File: src/cbl_pkg.sv
package cbl_pkg;

  localparam int unsigned CLK_MHZ = 100;
  localparam int unsigned NUM_BANKS = 8;
  localparam int unsigned BANK_W = 3;
  localparam int unsigned ADDR_W = 13;
  localparam int unsigned TMR_W = 16;
  localparam int unsigned STATE_W = 4;

  // Times in ns; cycle counts are derived below.
  localparam int unsigned ACT_TO_ACT_SPACING_NS = 10;
  localparam int unsigned ROW_TO_COLUMN_DELAY_NS = 18;
  localparam int unsigned ROW_CLOSE_TIME_NS = 18;
  localparam int unsigned MODE_READ_BUSY_TIME_NS = 20;
  localparam int unsigned MODE_WRITE_BUSY_TIME_NS = 50;
  localparam int unsigned POWER_DOWN_EXIT_TIME_NS = 8;
  localparam int unsigned REFRESH_BUSY_TIME_NS = 130;
  localparam int unsigned INIT_BUSY_TIME_NS = 10000;
  localparam int unsigned BURST_TIME_NS = 40;

  // A least time rounds up to whole cycles, never below one.
  function automatic logic [TMR_W-1:0] ns_to_cyc(input int unsigned ns);
    int unsigned c;
    c = (ns * CLK_MHZ + 999) / 1000;
    if (c < 1) begin
      c = 1;
    end
    return TMR_W'(c);
  endfunction

  localparam logic [TMR_W-1:0] RRD_CYC = ns_to_cyc(ACT_TO_ACT_SPACING_NS);
  localparam logic [TMR_W-1:0] RCD_CYC = ns_to_cyc(ROW_TO_COLUMN_DELAY_NS);
  localparam logic [TMR_W-1:0] RP_CYC = ns_to_cyc(ROW_CLOSE_TIME_NS);
  localparam logic [TMR_W-1:0] MRD_CYC = ns_to_cyc(MODE_READ_BUSY_TIME_NS);
  localparam logic [TMR_W-1:0] MWR_CYC = ns_to_cyc(MODE_WRITE_BUSY_TIME_NS);
  localparam logic [TMR_W-1:0] XP_CYC = ns_to_cyc(POWER_DOWN_EXIT_TIME_NS);
  localparam logic [TMR_W-1:0] RFC_CYC = ns_to_cyc(REFRESH_BUSY_TIME_NS);
  localparam logic [TMR_W-1:0] INIT_CYC = ns_to_cyc(INIT_BUSY_TIME_NS);
  localparam logic [TMR_W-1:0] BURST_CYC = ns_to_cyc(BURST_TIME_NS);

  typedef enum logic [3:0] {
    CMD_NO_OPERATION = 4'h0,
    CMD_ACTIVATE = 4'h1,
    CMD_READ = 4'h2,
    CMD_WRITE = 4'h3,
    CMD_PRECHARGE = 4'h4,
    CMD_PRECHARGE_ALL = 4'h5,
    CMD_MODE_READ = 4'h6,
    CMD_MODE_WRITE = 4'h7,
    CMD_MODE_RESET = 4'h8,
    CMD_BURST_STOP = 4'h9,
    CMD_REFRESH = 4'ha
  } cbl_cmd_e;

  typedef enum logic [3:0] {
    BK_POWER_ON = 4'h0,
    BK_IDLE = 4'h1,
    BK_ACTIVATING = 4'h2,
    BK_ACTIVE = 4'h3,
    BK_PRECHARGING = 4'h4,
    BK_READING = 4'h5,
    BK_WRITING = 4'h6,
    BK_READ_AP = 4'h7,
    BK_WRITE_AP = 4'h8,
    BK_MODE_READ_IDLE = 4'h9,
    BK_MODE_READ_ACTIVE = 4'ha,
    BK_MODE_READ_RESET = 4'hb,
    BK_MODE_WRITING = 4'hc,
    BK_RESETTING = 4'hd,
    BK_REFRESHING = 4'he
  } cbl_bank_e;

  typedef struct packed {
    cbl_cmd_e cmd;
    logic [BANK_W-1:0] bank;
    logic [ADDR_W-1:0] addr;
    logic ap;
  } cbl_req_s;

  typedef struct packed {
    logic cke;
    logic cs_n;
    cbl_cmd_e cmd;
    logic [BANK_W-1:0] bank;
    logic [ADDR_W-1:0] addr;
    logic ap;
  } cbl_pin_s;

endpackage

File: src/cbl_bank_track.sv
`timescale 1ns/100ps
module cbl_bank_track #(
  parameter logic [15:0] RCD_CYC = cbl_pkg::RCD_CYC,
  parameter logic [15:0] RP_CYC = cbl_pkg::RP_CYC,
  parameter logic [15:0] MRD_CYC = cbl_pkg::MRD_CYC,
  parameter logic [15:0] MWR_CYC = cbl_pkg::MWR_CYC,
  parameter logic [15:0] RFC_CYC = cbl_pkg::RFC_CYC,
  parameter logic [15:0] INIT_CYC = cbl_pkg::INIT_CYC,
  parameter logic [15:0] BURST_CYC = cbl_pkg::BURST_CYC
) (
  input wire logic i_clk_sys, // System clock.
  input wire logic i_arst_n, // Asynchronous reset, active low.
  input wire logic i_hit, // A command is issued to this bank this cycle.
  input wire cbl_pkg::cbl_cmd_e i_cmd, // Issued command.
  input wire logic i_ap, // Auto precharge with read or write.
  output cbl_pkg::cbl_bank_e o_state, // Tracked bank state.
  output logic o_in_burst // Data burst still running.
);

  logic [15:0] tmr_reg;

  function automatic cbl_pkg::cbl_bank_e next_state(input cbl_pkg::cbl_bank_e cur, input cbl_pkg::cbl_cmd_e cmd,
                                                    input logic ap);
    case (cmd)
      cbl_pkg::CMD_ACTIVATE: next_state = cbl_pkg::BK_ACTIVATING;
      cbl_pkg::CMD_READ: next_state = ap ? cbl_pkg::BK_READ_AP : cbl_pkg::BK_READING;
      cbl_pkg::CMD_WRITE: next_state = ap ? cbl_pkg::BK_WRITE_AP : cbl_pkg::BK_WRITING;
      cbl_pkg::CMD_PRECHARGE: next_state = cbl_pkg::BK_PRECHARGING;
      cbl_pkg::CMD_PRECHARGE_ALL: next_state = cbl_pkg::BK_PRECHARGING;
      cbl_pkg::CMD_MODE_WRITE: next_state = cbl_pkg::BK_MODE_WRITING;
      cbl_pkg::CMD_MODE_RESET: next_state = cbl_pkg::BK_RESETTING;
      cbl_pkg::CMD_REFRESH: next_state = cbl_pkg::BK_REFRESHING;
      cbl_pkg::CMD_BURST_STOP: next_state = cbl_pkg::BK_ACTIVE;
      cbl_pkg::CMD_MODE_READ: begin
        if (cur == cbl_pkg::BK_RESETTING) begin
          next_state = cbl_pkg::BK_MODE_READ_RESET;
        end else if (cur == cbl_pkg::BK_ACTIVE || cur == cbl_pkg::BK_ACTIVATING) begin
          next_state = cbl_pkg::BK_MODE_READ_ACTIVE;
        end else begin
          next_state = cbl_pkg::BK_MODE_READ_IDLE;
        end
      end
      default: next_state = cur;
    endcase
  endfunction

  function automatic logic [15:0] busy_time(input cbl_pkg::cbl_bank_e st);
    case (st)
      cbl_pkg::BK_ACTIVATING: busy_time = RCD_CYC;
      cbl_pkg::BK_PRECHARGING: busy_time = RP_CYC;
      cbl_pkg::BK_READING, cbl_pkg::BK_WRITING, cbl_pkg::BK_READ_AP, cbl_pkg::BK_WRITE_AP: busy_time = BURST_CYC;
      cbl_pkg::BK_MODE_READ_IDLE, cbl_pkg::BK_MODE_READ_ACTIVE, cbl_pkg::BK_MODE_READ_RESET: busy_time = MRD_CYC;
      cbl_pkg::BK_MODE_WRITING: busy_time = MWR_CYC;
      cbl_pkg::BK_RESETTING: busy_time = INIT_CYC;
      cbl_pkg::BK_REFRESHING: busy_time = RFC_CYC;
      default: busy_time = 16'h0000;
    endcase
  endfunction

  // One state register per bank, moved only by an issued command or its timer.
  always_ff @(posedge i_clk_sys or negedge i_arst_n) begin
    if (!i_arst_n) begin
      o_state <= cbl_pkg::BK_POWER_ON;
      tmr_reg <= 16'h0000;
      o_in_burst <= 1'b0;
    end else if (i_hit && i_cmd != cbl_pkg::CMD_NO_OPERATION) begin
      o_state <= next_state(o_state, i_cmd, i_ap);
      tmr_reg <= busy_time(next_state(o_state, i_cmd, i_ap));
      o_in_burst <= (i_cmd == cbl_pkg::CMD_READ || i_cmd == cbl_pkg::CMD_WRITE);
    end else if (tmr_reg > 16'h0001) begin
      tmr_reg <= tmr_reg - 16'h0001;
    end else if (tmr_reg == 16'h0001) begin
      if (o_in_burst && (o_state == cbl_pkg::BK_READ_AP || o_state == cbl_pkg::BK_WRITE_AP)) begin
        // The auto precharge runs after the burst.
        tmr_reg <= RP_CYC;
      end else begin
        tmr_reg <= 16'h0000;
        case (o_state)
          cbl_pkg::BK_ACTIVATING, cbl_pkg::BK_READING, cbl_pkg::BK_WRITING,
          cbl_pkg::BK_MODE_READ_ACTIVE: o_state <= cbl_pkg::BK_ACTIVE;
          default: o_state <= cbl_pkg::BK_IDLE;
        endcase
      end
      o_in_burst <= 1'b0;
    end
  end

endmodule

File: src/cbl_ctrl.sv
`timescale 1ns/100ps
// Functional notes
// - With the reference bank idle, any command the target bank supports is sent.
// - Keep the activate-to-activate spacing between activates to different banks.
// - Precharge one or all banks; all-bank form needs every bank precharge-ready.
// - Burst stop only during a running burst; the bank returns to active.
// - Burst stop goes only to the bank whose burst is running.
// - Write after read only once the read burst has ended.
// - Read after write only once the write burst has ended.
// - Other banks stay usable while an auto precharge burst runs.
// - Refresh and mode write only when every bank is idle.
// - Only no-operation commands while a mode read or write is busy.
// - Mode reset with every bank idle or power-on enters resetting.
// - Commands only with clock enable high now and before, after exit time.
// - Anything outside the allowed set is refused and never sent.
module cbl_ctrl #(
  parameter int unsigned NUM_BANKS = cbl_pkg::NUM_BANKS,
  parameter logic [15:0] RRD_CYC = cbl_pkg::RRD_CYC,
  parameter logic [15:0] XP_CYC = cbl_pkg::XP_CYC,
  parameter logic [15:0] INIT_CYC = cbl_pkg::INIT_CYC,
  parameter logic [15:0] BURST_CYC = cbl_pkg::BURST_CYC
) (
  input wire logic i_clk_sys, // System clock, 100 MHz.
  input wire logic i_arst_n, // Asynchronous reset, active low.
  input wire logic i_req_valid, // Command request present.
  input wire cbl_pkg::cbl_req_s i_req, // Requested command, bank and address.
  output logic o_req_ready, // Requests are being taken.
  output logic o_req_ack, // Request was sent to the pins.
  output logic o_req_refused, // Request was illegal now and dropped.
  output cbl_pkg::cbl_pin_s o_pin, // Command pins toward the memory.
  output logic [4*NUM_BANKS-1:0] o_bank_state // Tracked state of each bank.
);

  generate
    if (NUM_BANKS < 1 || NUM_BANKS > (1 << cbl_pkg::BANK_W) || RRD_CYC == 16'h0000 || BURST_CYC == 16'h0000 ||
        INIT_CYC == 16'h0000) begin : g_bad_param
      $error("cbl_ctrl parameter out of range");
    end
  endgenerate

  cbl_pkg::cbl_bank_e st [NUM_BANKS];
  logic [NUM_BANKS-1:0] in_burst;
  logic [NUM_BANKS-1:0] hit;
  logic cke_prev_reg;
  logic [15:0] xp_cnt_reg;
  logic [15:0] rrd_cnt_reg;
  logic [cbl_pkg::BANK_W-1:0] last_burst_bank_reg;
  logic legal;
  logic issue;
  logic all_idle;
  logic all_start;
  logic all_pre_ok;
  logic mode_busy;
  logic rd_burst;
  logic wr_burst;
  cbl_pkg::cbl_bank_e tgt;

  function automatic logic pre_ok(input cbl_pkg::cbl_bank_e s);
    return s == cbl_pkg::BK_IDLE || s == cbl_pkg::BK_ACTIVE;
  endfunction

  function automatic logic is_broadcast(input cbl_pkg::cbl_cmd_e c);
    return c == cbl_pkg::CMD_PRECHARGE_ALL || c == cbl_pkg::CMD_MODE_WRITE || c == cbl_pkg::CMD_MODE_RESET ||
           c == cbl_pkg::CMD_REFRESH;
  endfunction

  always_comb begin
    all_idle = 1'b1;
    all_start = 1'b1;
    all_pre_ok = 1'b1;
    mode_busy = 1'b0;
    rd_burst = 1'b0;
    wr_burst = 1'b0;
    for (int b = 0; b < NUM_BANKS; b++) begin
      all_idle &= (st[b] == cbl_pkg::BK_IDLE);
      all_start &= (st[b] == cbl_pkg::BK_IDLE || st[b] == cbl_pkg::BK_POWER_ON);
      all_pre_ok &= pre_ok(st[b]);
      mode_busy |= (st[b] == cbl_pkg::BK_MODE_READ_IDLE || st[b] == cbl_pkg::BK_MODE_READ_ACTIVE ||
                    st[b] == cbl_pkg::BK_MODE_READ_RESET || st[b] == cbl_pkg::BK_MODE_WRITING ||
                    st[b] == cbl_pkg::BK_REFRESHING);
      rd_burst |= in_burst[b] && (st[b] == cbl_pkg::BK_READING || st[b] == cbl_pkg::BK_READ_AP);
      wr_burst |= in_burst[b] && (st[b] == cbl_pkg::BK_WRITING || st[b] == cbl_pkg::BK_WRITE_AP);
    end
  end

  assign tgt = (32'(i_req.bank) < NUM_BANKS) ? st[i_req.bank] : cbl_pkg::BK_POWER_ON;

  // Legality of the request against the tracked states of all banks.
  always_comb begin
    legal = 1'b0;
    case (i_req.cmd)
      cbl_pkg::CMD_NO_OPERATION: legal = 1'b1;
      cbl_pkg::CMD_ACTIVATE: legal = (tgt == cbl_pkg::BK_IDLE) && (rrd_cnt_reg == 16'h0000);
      cbl_pkg::CMD_READ: legal = (tgt == cbl_pkg::BK_ACTIVE || tgt == cbl_pkg::BK_READING) && !wr_burst;
      cbl_pkg::CMD_WRITE: legal = (tgt == cbl_pkg::BK_ACTIVE || tgt == cbl_pkg::BK_WRITING) && !rd_burst;
      cbl_pkg::CMD_PRECHARGE: legal = pre_ok(tgt);
      cbl_pkg::CMD_PRECHARGE_ALL: legal = all_pre_ok;
      cbl_pkg::CMD_MODE_READ: begin
        legal = tgt == cbl_pkg::BK_IDLE || tgt == cbl_pkg::BK_ACTIVATING || tgt == cbl_pkg::BK_PRECHARGING ||
                tgt == cbl_pkg::BK_ACTIVE || tgt == cbl_pkg::BK_RESETTING;
      end
      cbl_pkg::CMD_MODE_WRITE: legal = all_idle;
      cbl_pkg::CMD_REFRESH: legal = all_idle;
      cbl_pkg::CMD_MODE_RESET: legal = all_start;
      cbl_pkg::CMD_BURST_STOP: begin
        legal = (i_req.bank == last_burst_bank_reg) && in_burst[i_req.bank] &&
                (tgt == cbl_pkg::BK_READING || tgt == cbl_pkg::BK_WRITING);
      end
      default: legal = 1'b0;
    endcase
    if (i_req.cmd != cbl_pkg::CMD_NO_OPERATION) begin
      if (mode_busy || !o_pin.cke || !cke_prev_reg || xp_cnt_reg != 16'h0000) begin
        legal = 1'b0;
      end
      if (32'(i_req.bank) >= NUM_BANKS) begin
        legal = 1'b0;
      end
    end
  end

  assign issue = i_req_valid && o_req_ready && legal;

  genvar g;
  generate
    for (g = 0; g < NUM_BANKS; g++) begin : g_bank
      assign hit[g] = issue && (is_broadcast(i_req.cmd) || 32'(i_req.bank) == g);
      assign o_bank_state[4*g +: 4] = st[g];
      cbl_bank_track #(
        .INIT_CYC(INIT_CYC),
        .BURST_CYC(BURST_CYC)
      ) u_track (
        .i_clk_sys(i_clk_sys),
        .i_arst_n(i_arst_n),
        .i_hit(hit[g]),
        .i_cmd(i_req.cmd),
        .i_ap(i_req.ap),
        .o_state(st[g]),
        .o_in_burst(in_burst[g])
      );
    end
  endgenerate

  // Clock enable rises after reset and the exit time runs before any command.
  always_ff @(posedge i_clk_sys or negedge i_arst_n) begin
    if (!i_arst_n) begin
      cke_prev_reg <= 1'b0;
      xp_cnt_reg <= XP_CYC;
    end else begin
      cke_prev_reg <= o_pin.cke;
      if (o_pin.cke && xp_cnt_reg != 16'h0000) begin
        xp_cnt_reg <= xp_cnt_reg - 16'h0001;
      end
    end
  end

  always_ff @(posedge i_clk_sys or negedge i_arst_n) begin
    if (!i_arst_n) begin
      rrd_cnt_reg <= 16'h0000;
    end else if (issue && i_req.cmd == cbl_pkg::CMD_ACTIVATE) begin
      rrd_cnt_reg <= RRD_CYC - 16'h0001;
    end else if (rrd_cnt_reg != 16'h0000) begin
      rrd_cnt_reg <= rrd_cnt_reg - 16'h0001;
    end
  end

  always_ff @(posedge i_clk_sys or negedge i_arst_n) begin
    if (!i_arst_n) begin
      last_burst_bank_reg <= '0;
    end else if (issue && (i_req.cmd == cbl_pkg::CMD_READ || i_req.cmd == cbl_pkg::CMD_WRITE)) begin
      last_burst_bank_reg <= i_req.bank;
    end
  end

  always_ff @(posedge i_clk_sys or negedge i_arst_n) begin
    if (!i_arst_n) begin
      o_pin <= '{cke: 1'b0, cs_n: 1'b1, cmd: cbl_pkg::CMD_NO_OPERATION, bank: '0, addr: '0, ap: 1'b0};
      o_req_ready <= 1'b0;
      o_req_ack <= 1'b0;
      o_req_refused <= 1'b0;
    end else begin
      o_pin.cke <= 1'b1;
      o_req_ready <= o_pin.cke && cke_prev_reg && (xp_cnt_reg == 16'h0000);
      o_req_ack <= issue;
      o_req_refused <= i_req_valid && o_req_ready && !legal;
      if (issue && i_req.cmd != cbl_pkg::CMD_NO_OPERATION) begin
        o_pin.cs_n <= 1'b0;
        o_pin.cmd <= i_req.cmd;
        o_pin.bank <= i_req.bank;
        o_pin.addr <= i_req.addr;
        o_pin.ap <= i_req.ap;
      end else begin
        o_pin.cs_n <= 1'b1;
        o_pin.cmd <= cbl_pkg::CMD_NO_OPERATION;
      end
    end
  end

  logic [15:0] act_gap_reg;
  always_ff @(posedge i_clk_sys or negedge i_arst_n) begin
    if (!i_arst_n) begin
      act_gap_reg <= 16'hffff;
    end else if (o_pin.cmd == cbl_pkg::CMD_ACTIVATE) begin
      act_gap_reg <= 16'h0001;
    end else if (act_gap_reg != 16'hffff) begin
      act_gap_reg <= act_gap_reg + 16'h0001;
    end
  end

  a_act_spacing_held: assert property (@(posedge i_clk_sys) disable iff (!i_arst_n)
    o_pin.cmd == cbl_pkg::CMD_ACTIVATE |-> act_gap_reg >= RRD_CYC) else $error("activates too close");
  a_stop_right_bank: assert property (@(posedge i_clk_sys) disable iff (!i_arst_n)
    o_pin.cmd == cbl_pkg::CMD_BURST_STOP |-> o_pin.bank == $past(last_burst_bank_reg)) else $error("stop to wrong bank");
  a_stop_in_burst: assert property (@(posedge i_clk_sys) disable iff (!i_arst_n)
    o_pin.cmd == cbl_pkg::CMD_BURST_STOP |-> st[o_pin.bank] == cbl_pkg::BK_ACTIVE && $past(in_burst[i_req.bank]))
    else $error("stop without burst");
  a_write_after_read: assert property (@(posedge i_clk_sys) disable iff (!i_arst_n)
    o_pin.cmd == cbl_pkg::CMD_WRITE |-> !$past(rd_burst)) else $error("write during read burst");
  a_read_after_write: assert property (@(posedge i_clk_sys) disable iff (!i_arst_n)
    o_pin.cmd == cbl_pkg::CMD_READ |-> !$past(wr_burst)) else $error("read during write burst");
  a_all_idle_cmds: assert property (@(posedge i_clk_sys) disable iff (!i_arst_n)
    o_pin.cmd == cbl_pkg::CMD_MODE_WRITE || o_pin.cmd == cbl_pkg::CMD_REFRESH |-> $past(all_idle))
    else $error("refresh or mode write with bank open");
  a_mode_busy_quiet: assert property (@(posedge i_clk_sys) disable iff (!i_arst_n)
    $past(mode_busy) |-> o_pin.cs_n && o_pin.cmd == cbl_pkg::CMD_NO_OPERATION) else $error("command in mode busy");
  a_clock_enable_ok: assert property (@(posedge i_clk_sys) disable iff (!i_arst_n)
    !o_pin.cs_n |-> $past(o_pin.cke) && $past(cke_prev_reg) && $past(xp_cnt_reg) == 16'h0000)
    else $error("command before exit time");
  a_prea_valid: assert property (@(posedge i_clk_sys) disable iff (!i_arst_n)
    o_pin.cmd == cbl_pkg::CMD_PRECHARGE_ALL |-> $past(all_pre_ok) ##1 !mode_busy) else $error("bad precharge all");
  a_reset_entry: assert property (@(posedge i_clk_sys) disable iff (!i_arst_n)
    o_pin.cmd == cbl_pkg::CMD_MODE_RESET |-> $past(all_start) && st[0] == cbl_pkg::BK_RESETTING)
    else $error("reset entry wrong");
  a_accept_sends: assert property (@(posedge i_clk_sys) disable iff (!i_arst_n)
    i_req_valid && o_req_ready && legal && i_req.cmd != cbl_pkg::CMD_NO_OPERATION |=> !o_pin.cs_n && o_req_ack)
    else $error("legal request not sent");

endmodule

File: config.mk
export PLATFORM = sky130hd
export DESIGN_NAME = cbl_ctrl
export DESIGN_NICKNAME = d
export VERILOG_FILES = /design/src/cbl_pkg.sv /design/src/cbl_bank_track.sv /design/src/cbl_ctrl.sv
export SDC_FILE = /design/constraint.sdc
export NUM_CORES = 1
export LEC_CHECK = 0
export BUFFER_PORTS_ARGS = -buffer_cell sky130_fd_sc_hd__buf_2
export CAP_MARGIN = 30
export CORE_MARGIN = 2
export CORE_UTILIZATION = 58
export CTS_CLUSTER_SIZE = 25
export DETAILED_ROUTE_END_ITERATION = 12
export PLACE_DENSITY_LB_ADDON = 0.1
export SLEW_MARGIN = 10
export SYNTH_ARGS = -nofsm -noshare
export SYNTH_HDL_FRONTEND = slang
export SYNTH_HIERARCHICAL = 1
export SYNTH_SLANG_ARGS = --single-unit
export TNS_END_PERCENT = 30
File: constraint.sdc
create_clock -name i_clk_sys -period 5 [get_ports i_clk_sys]
set_input_delay 0.5 -clock i_clk_sys [delete_from_list [all_inputs] [get_ports i_clk_sys]]
set_output_delay 0.5 -clock i_clk_sys [all_outputs]
set_load 0.02 [all_outputs]
Word level (Yosys, flattened, before mapping)

Memories as Yosys holds them, arrays and structs flattened.
Cells that the tools add are included.

Register bits after elaboration: 230
Latch bits: 0
Bits in writable memories: 0
ROM bits: 1152
Input port bits: 24
Logic and storage cells: 622
Memories kept: 8

$add $sub $neg: 10
$mul: 0
Div/mod/pow operators: 0
Order comparisons: 10
Eq/ne operators: 153
Shift-type cells: 0
Mux-type cells: 141
Bitwise operators: 43
Reduce and logical (&&, ||, !) cells: 220

Memories:

| memory           | words | bits a word | read ports | clocked after Yosys merged registers in | wr ports | RTL line             | source |
|---|---|---|---|---|---|---|---|
| (name not given) | 16    | 9           | 1          | 0                                       | 0        | cbl_bank_track.sv:48 | `case (st)` |
| (name not given) | 16    | 9           | 1          | 0                                       | 0        | cbl_bank_track.sv:48 |  |
| (name not given) | 16    | 9           | 1          | 0                                       | 0        | cbl_bank_track.sv:48 |  |
| (name not given) | 16    | 9           | 1          | 0                                       | 0        | cbl_bank_track.sv:48 |  |
| (name not given) | 16    | 9           | 1          | 0                                       | 0        | cbl_bank_track.sv:48 |  |
| (name not given) | 16    | 9           | 1          | 0                                       | 0        | cbl_bank_track.sv:48 |  |
| 2 more memories  | --    | --          | --         | --                                      | --       | --                   |  |

Operator list:

| cell                                                                    | number |
|---|---|
| 16-bit 2-to-1 mux                                                       | 26 |
| 4-bit case mux with 9 select lines                                      | 8 |
| 4-bit equality test, second input constant                              | 60 |
| 4-bit 2-to-1 mux                                                        | 51 |
| 16-bit by 1-bit subtractor with 16-bit output, second input constant    | 10 |
| 16-bit by 1-bit equality test with 1-bit output, second input constant  | 8 |
| 16-bit by 1-bit > comparator with 1-bit output, second input constant   | 8 |
| 4-bit by 3-bit equality test with 1-bit output, second input constant   | 31 |
| 1-bit logical OR                                                        | 103 |
| 4-bit by 2-bit equality test with 1-bit output, second input constant   | 20 |
| 1-bit logical AND                                                       | 54 |
| 2-bit 2-to-1 mux                                                        | 25 |
| 4-bit by 1-bit equality test with 1-bit output, second input constant   | 10 |
| 4-bit logical NOT                                                       | 9 |
| 16-bit logical NOT                                                      | 2 |
| 2-bit by 1-bit inequality test with 1-bit output, second input constant | 16 |
| 16-bit nonzero test                                                     | 2 |
| 4-bit OR reduction                                                      | 8 |
| 1-bit 2-to-1 mux                                                        | 27 |
| 3-bit AND reduction                                                     | 8 |
| 3-bit nonzero test                                                      | 8 |
| 1-bit bitwise AND                                                       | 21 |
| 1-bit OR                                                                | 21 |
| 2-bit nonzero test                                                      | 9 |
| 16 further kinds                                                        | 32 |

Logic depth before layout (Yosys ltp)

An unclocked memory read counts as a cell.

Depth after elaboration: 23
Mapped depth: 16
Gate-level depth less buffers: 14

Modules after synthesis

The synthesis kept the hierarchy.

Modules (own cells, without submodules):

| module                                 | instances | cells an instance | area each (um2) | sequential area each (um2) |
|---|---|---|---|---|
| cbl_bank_track (g_bank[0].u_track ...) | 5         | 172               | 1550.2          | 525.5 |
| cbl_bank_track (g_bank[5].u_track ...) | 3         | 179               | 1531.5          | 525.5 |
| cbl_ctrl                               | 1         | 383               | 4065.1          | 1554.0 |

Least setup slack after synthesis

OpenSTA, ideal clock, no wires.

Path type: input-to-reg
From: in i_req[15] (netlist bit)
To: reg g_bank[1].u_track.o_state[0]
Data arrival time: 3.524 ns
Required time: 4.878 ns
Slack: 1.354 ns
Cell stages on the path: 13
Path buffers: 3
Path through: buf_6 mux4_1 mux2i_2 xnor2_1 a2111oi_4 a2111oi_4 a21oi_1 clkbuf_1 and2_1 o41a_2 clkbuf_8 or2_2 o22a_1

Cells in the longest elaborated chain, start to end: 17
Elaborated cells between the ends (all ways): 40

RTL lines:

| what                                                                                                             | RTL line                                       | source |
|---|---|---|
| start, declared                                                                                                  | cbl_ctrl.sv:26                                 | `input wire cbl_pkg::cbl_req_s i_req,` |
| 3-bit inverter with 4-bit output (implied by the code)                                                           | cbl_ctrl.sv:86                                 | `assign tgt = (32'(i_req.bank) < NUM_BANKS) ? st[i_req.bank] : cbl_pkg::BK_POWER_ON;` |
| 4-bit binary-select mux with 3-bit select                                                                        | cbl_ctrl.sv:86                                 |  |
| 4-bit 2-to-1 mux (implied by the code) (2 in series)                                                             | cbl_ctrl.sv:86                                 |  |
| 4-bit by 1-bit equality test with 1-bit output or 4-bit by 2-bit equality test with 1-bit output (tied branches) | cbl_ctrl.sv:59, cbl_ctrl.sv:93, cbl_ctrl.sv:99 |  |
| 1-bit logical OR (3 in series)                                                                                   | cbl_ctrl.sv:99                                 | `legal = tgt == cbl_pkg::BK_IDLE \|\| tgt == cbl_pkg::BK_ACTIVATING \|\| tgt == cbl_pkg::BK_PRECHARGING \|\|` |
| 1-bit logical OR                                                                                                 | cbl_ctrl.sv:100                                | `tgt == cbl_pkg::BK_ACTIVE \|\| tgt == cbl_pkg::BK_RESETTING;` |
| 1-bit case mux with 10 select lines (*)                                                                          | cbl_ctrl.sv:91                                 | `case (i_req.cmd)` |
| 1-bit 2-to-1 mux                                                                                                 | cbl_ctrl.sv:112                                | `if (mode_busy \|\| !o_pin.cke \|\| !cke_prev_reg \|\| xp_cnt_reg != 16'h0000) begin` |
| 1-bit 2-to-1 mux (*)                                                                                             | cbl_ctrl.sv:111                                | `if (i_req.cmd != cbl_pkg::CMD_NO_OPERATION) begin` |
| 1-bit logical AND (*)                                                                                            | cbl_ctrl.sv:121                                | `assign issue = i_req_valid && o_req_ready && legal;` |
| net issue                                                                                                        | cbl_ctrl.sv:49                                 | `logic issue;` |
| 1-bit logical AND (*)                                                                                            | cbl_ctrl.sv:126                                | `assign hit[g] = issue && (is_broadcast(i_req.cmd) \|\| 32'(i_req.bank) == g);` |
| net hit[1]                                                                                                       | cbl_ctrl.sv:43                                 | `logic [NUM_BANKS-1:0] hit;` |
| 1-bit logical AND (*)                                                                                            | cbl_bank_track.sv:66                           | `end else if (i_hit && i_cmd != cbl_pkg::CMD_NO_OPERATION) begin` |
| 2-bit by 1-bit inequality test with 1-bit output (no source line) or 2-bit nonzero test (tied branches)          | --                                             |  |
| 3-bit AND reduction (no source line)                                                                             | --                                             |  |
| end signal, assigned                                                                                             | cbl_bank_track.sv:63                           | `o_state <= cbl_pkg::BK_POWER_ON;` |
| end signal, assigned                                                                                             | cbl_bank_track.sv:67                           | `o_state <= next_state(o_state, i_cmd, i_ap);` |
| end signal, assigned                                                                                             | cbl_bank_track.sv:80                           | `cbl_pkg::BK_MODE_READ_ACTIVE: o_state <= cbl_pkg::BK_ACTIVE;` |
| end, declared                                                                                                    | cbl_bank_track.sv:16                           | `output cbl_pkg::cbl_bank_e o_state,` |

Mark *: on every way through the listed nets, which the timed path passes. The rest lies on a longest branch. The select of a mux whose other input is x is not followed.
A chain may end at the register's enable or synchronous reset.

Final worst setup path

From: reg xp_cnt_reg[3]
To: reg g_bank[7].u_track.tmr_reg[9]

Cells in the longest elaborated chain, start to end: 8
Elaborated cells between the ends (all ways): 9

RTL lines:

| what                                                                     | RTL line             | source |
|---|---|---|
| start, declared                                                          | cbl_ctrl.sv:45       | `logic [15:0] xp_cnt_reg;` |
| start signal, assigned                                                   | cbl_ctrl.sv:151      | `xp_cnt_reg <= xp_cnt_reg - 16'h0001;` |
| 16-bit nonzero test (*)                                                  | cbl_ctrl.sv:112      |  |
| 1-bit logical OR (*)                                                     | cbl_ctrl.sv:112      |  |
| 1-bit 2-to-1 mux (*)                                                     | cbl_ctrl.sv:112      |  |
| 1-bit 2-to-1 mux (*)                                                     | cbl_ctrl.sv:111      |  |
| 1-bit logical AND (*)                                                    | cbl_ctrl.sv:121      |  |
| 1-bit logical AND (*)                                                    | cbl_ctrl.sv:126      |  |
| net hit[7]                                                               | cbl_ctrl.sv:43       |  |
| 1-bit logical AND (*)                                                    | cbl_bank_track.sv:66 |  |
| 3-bit nonzero test (no source line) or 16-bit 2-to-1 mux (tied branches) | --                   |  |
| end signal, assigned                                                     | cbl_bank_track.sv:68 | `tmr_reg <= busy_time(next_state(o_state, i_cmd, i_ap));` |
| end signal, assigned                                                     | cbl_bank_track.sv:71 | `tmr_reg <= tmr_reg - 16'h0001;` |
| end, declared                                                            | cbl_bank_track.sv:20 | `logic [15:0] tmr_reg;` |

Mark *: on every way through the listed nets, which the timed path passes. The rest lies on a longest branch.

==> qor.yml <==
global_route:
  grt_pass1_vias: 13005
  grt_use_total: 0.263
  grt_start_max_net_pins: 131
  grt_overflow_total: 0
  antenna_found_initial: 3
  grt_pass1_wl_mm: 65.1
cells_and_area:
  final_nets: 1894
  fin_area_um2: 17800
  nFillCells: 2371
  syn2layout_area_growth_pct: 8.60
  drive_gt1_frac: 0.155
  final_util: 0.640
  largest_reg_flops: 128
place:
  dp_hpwl_mm: 26.3
  port_buffers: 81
  dp_slack_ns: 0.565
  place_congestion: 0.912
  placed_cell_area_um2: 17000
power:
  internal-power_mw: 4.29
  seqPwrFrac: 0.437
  vdd.ir_drop.worst_uv: 372
  power_frac_comb: 0.287
  p_clk_frac: 0.276
  p_sw_frac: 0.366
  cellLeakagePower_nw: 7.23
  p_switching_mw: 2.48
  power.density_nw_per_um2: 380
sta:
  worst_slew_pin_slew_ns: 1.02
  fin_setup_tns_ns: 0
  hold_viol_final: 0
  clock_skew_ns: 0.0141
  maxSlewViolCount: 0
  finalCritPeriodShare: 0.864
  period_minus_slack_ns: 4.32
  fin_ws_ns: 0.680
  relSlewSlack: 0.311
  fmax_mhz: 231
  setup_violations: 0
  rsz0062_at_grt: "false"
clock_tree:
  cts_max_level: 1
  cts_buffers: 27
  clk_pin_slew_ns: 0.06
  cts-root-buf: "clkbuf_16"
  clk_latency_ns: 0.54
  cts_tree: "built"
  ctsLongestPathBuffers: 3
  clock-sinks: 230
  ctsResizeCount: 0
logic_synthesis:
  yosysWarnings: 6
  yosys_register_bits: 230
  synthCells: 1780
  synth_cell_types: 95
  syn_avg_cell_area_um2: 9.22
  syn_nets: 1846
  synthArstFlopShare: 1.00
  synth_edf_count: 0
  seq_area_frac_synth: 0.351
  synthFlopType: "dfrtp_1"
  netlist_area_um2: 16400
critical_path:
  cp-end-kind: "flop"
  critPathKind: "reg2reg"
  r2r-end: "g_bank[7].u_track/tmr_reg[9]"
  r2r_start: "xp_cnt_reg[3]"
  rrSetupSlack_ns: 0.68
  worstPathRequired_ns: 5.45
  critPathMaxFanout: 9
  arrival_ns: 4.77
  startpoint_type: "flop"
  reg2reg_depth: 12
min_path:
  hp-start: "i_req[13]"
  hp-class: "in2reg"
  holdPathEnd: "o_pin[13]"
  hold_depth: 2
routing:
  vias: 14020
  wl_mm: 39.5
  final_antenna_net_count: 0
  vias_per_cell: 6.29
  drc: 0
  dr.pass1.iters: 6
  drtIter0Drc: 1128
  routedWlPerCell_um: 17.7
status:
  status: "finished, final reports clean"
floorplanning:
  die_h_um: 172
  io_pins: 82
  die_w_um: 172
  die_area_um2: 29700
  placementRows: 61
  start_util: 0.589
  core-area_um2: 27900
flow_run:
  cap_violations: 0
## area by class of cell
type / count / area, um2 / share of cell area
multi-input cells: 1407 / 9930 / 0.557
flip-flops and latches: 230 / 5760 / 0.323
clock buffers: 35 / 736 / 0.0413
repair buffers: 101 / 586 / 0.0329
well taps: 378 / 473 / 0.0265
inverters: 61 / 229 / 0.0128
clock inverters: 13 / 98.8 / 0.00555
diodes: 3 / 7.51 / 0.000421
## Yosys cell counts, drive strengths merged (10+ instances only)
| cell | number | area, um2 |
|---|---|---|
| nand3 | 55 | 275 |
| mux2 | 21 | 274 |
| nor2b | 23 | 144 |
| xor2 | 55 | 482 |
| nand2b | 38 | 238 |
| or3 | 35 | 245 |
| buf | 33 | 254 |
| o311ai | 11 | 96.3 |
| nand2 | 88 | 330 |
| nor3 | 61 | 305 |
| or3b | 23 | 201 |
| and2 | 30 | 208 |
| nor3b | 27 | 203 |
| o22ai | 11 | 68.8 |
| o211ai | 17 | 128 |
| nor4 | 72 | 601 |
| or2 | 20 | 125 |
| o21ai | 93 | 465 |
| nand3b | 32 | 253 |
| a32o | 14 | 140 |
| inv | 61 | 229 |
| clkbuf | 49 | 235 |
| ha | 42 | 526 |
| a211o | 10 | 88.8 |
| a21oi | 110 | 551 |
| xnor2 | 54 | 473 |
| nand4b | 25 | 234 |
| dfrtp | 228 | 5710 |
| or4 | 30 | 278 |
| o41ai | 15 | 131 |
| nand4 | 26 | 163 |
| a211oi | 20 | 163 |
| nor2 | 151 | 579 |
| o31ai | 21 | 173 |
| a22o | 16 | 146 |
| o2111ai | 21 | 184 |
## layer usage
layer / vias to the layer above / track usage / wire (um)
li1: 6830 / - / -
met1: 6833 / 0.367 / 18400
met4: 0 / 0.0727 / 927
met2: 285 / 0.430 / 18400
met3: 72 / 0.0366 / 1870
met5: - / 0 / 0
## what timing repair did
item / CTS / global route
hold buffers: 1 / 0
endpoints found under the hold margin: 1 / 0
buffers inserted: 0 / 0
## how the worst max path moves through the flow
stage | from | end | slack, ns | cells after the start
detailed placement | i_req[15] | g_bank[5].u_track/tmr_reg[8] | 0.57 | 12
global placement | i_req[15] | g_bank[2].u_track/tmr_reg[0] | 0.66 | 14
global route | xp_cnt_reg[3] | g_bank[5].u_track/tmr_reg[7] | 0.32 | 12
CTS | xp_cnt_reg[3] | g_bank[7].u_track/tmr_reg[9] | 0.82 | 12
floorplan | i_req[15] | g_bank[1].u_track/o_state[0] | 1.35 | 13
finish | xp_cnt_reg[3] | g_bank[7].u_track/tmr_reg[9] | 0.68 | 12
## cells in the final DEF (no fill, tap or decap), types with 22 or more instances in the layout
cell type	count
dfrtp_1	228
nor2_1	146
a21oi_1	110
o21ai_0	90
nand2_1	88
buf_2	76
nor4_1	62
inv_1	61
nor3_1	61
xor2_1	55
nand3_1	55
xnor2_1	54
ha_1	42
nand2b_1	38
nand3b_1	31
nor3b_1	27
clkbuf_16	27
nand4_1	26
or3_1	26
nand4b_1	24
nor2b_1	23
and2_1	22
## kinds of logic (layout without fill, tap and decap cells)
| group | count (synthesis) | after routing | share of synthesized area |
|---|---|---|---|
| AO/OA/AOI/OAI | 443 | 443 | 0.191 |
| XOR/XNOR | 109 | 109 | 0.0582 |
| adder cells (fa/ha/maj) | 42 | 42 | 0.0320 |
| buffers and inverters | 143 | 210 | 0.0438 |
| flip-flops | 230 | 230 | 0.351 |
| multiplexers | 37 | 37 | 0.0352 |
| other | 1 | 4 | 0.000229 |
| AND/OR/NAND/NOR | 775 | 775 | 0.289 |
## critical path, stage by stage, from the launching register on
cell	delay, ns
dfrtp_1	0.41
nor4_1	0.47
nor3b_1	0.31
nand3_1	0.27
a2111oi_0	0.42
a211oi_1	0.11
or2_2	0.38
a21oi_1	0.22
buf_4	0.18
a21boi_0	0.38
nor2b_1	0.58
nand4_1	0.33
o21ai_0	0.16
## per-stage QoR
stage / power [mW] / hold slack [ns] / cells
6_report: 6.77 / 0.197 / 2228
5_1_grt: 7.22 / 0.180 / 2226
4_1_cts: 6.81 / 0.172 / 2223
3_5_place_dp: 4.90 / 0.441 / 2174
3_3_place_gp: 4.82 / 0.428 / 2174
2_1_floorplan: 4.35 / 0.204 / 1780
## power by group through the flow
| stage | clock network (mW) | registers [mW] | logic [mW] |
|---|---|---|---|
| floorplan | 0 | 2.88 | 1.47 |
| global placement | 0 | 2.94 | 1.88 |
| detailed placement | 0 | 2.97 | 1.94 |
| CTS | 1.92 | 2.95 | 1.95 |
| global route | 1.98 | 3.05 | 2.19 |
| finish | 1.87 | 2.96 | 1.95 |
(Power assumes the default switching activity.)
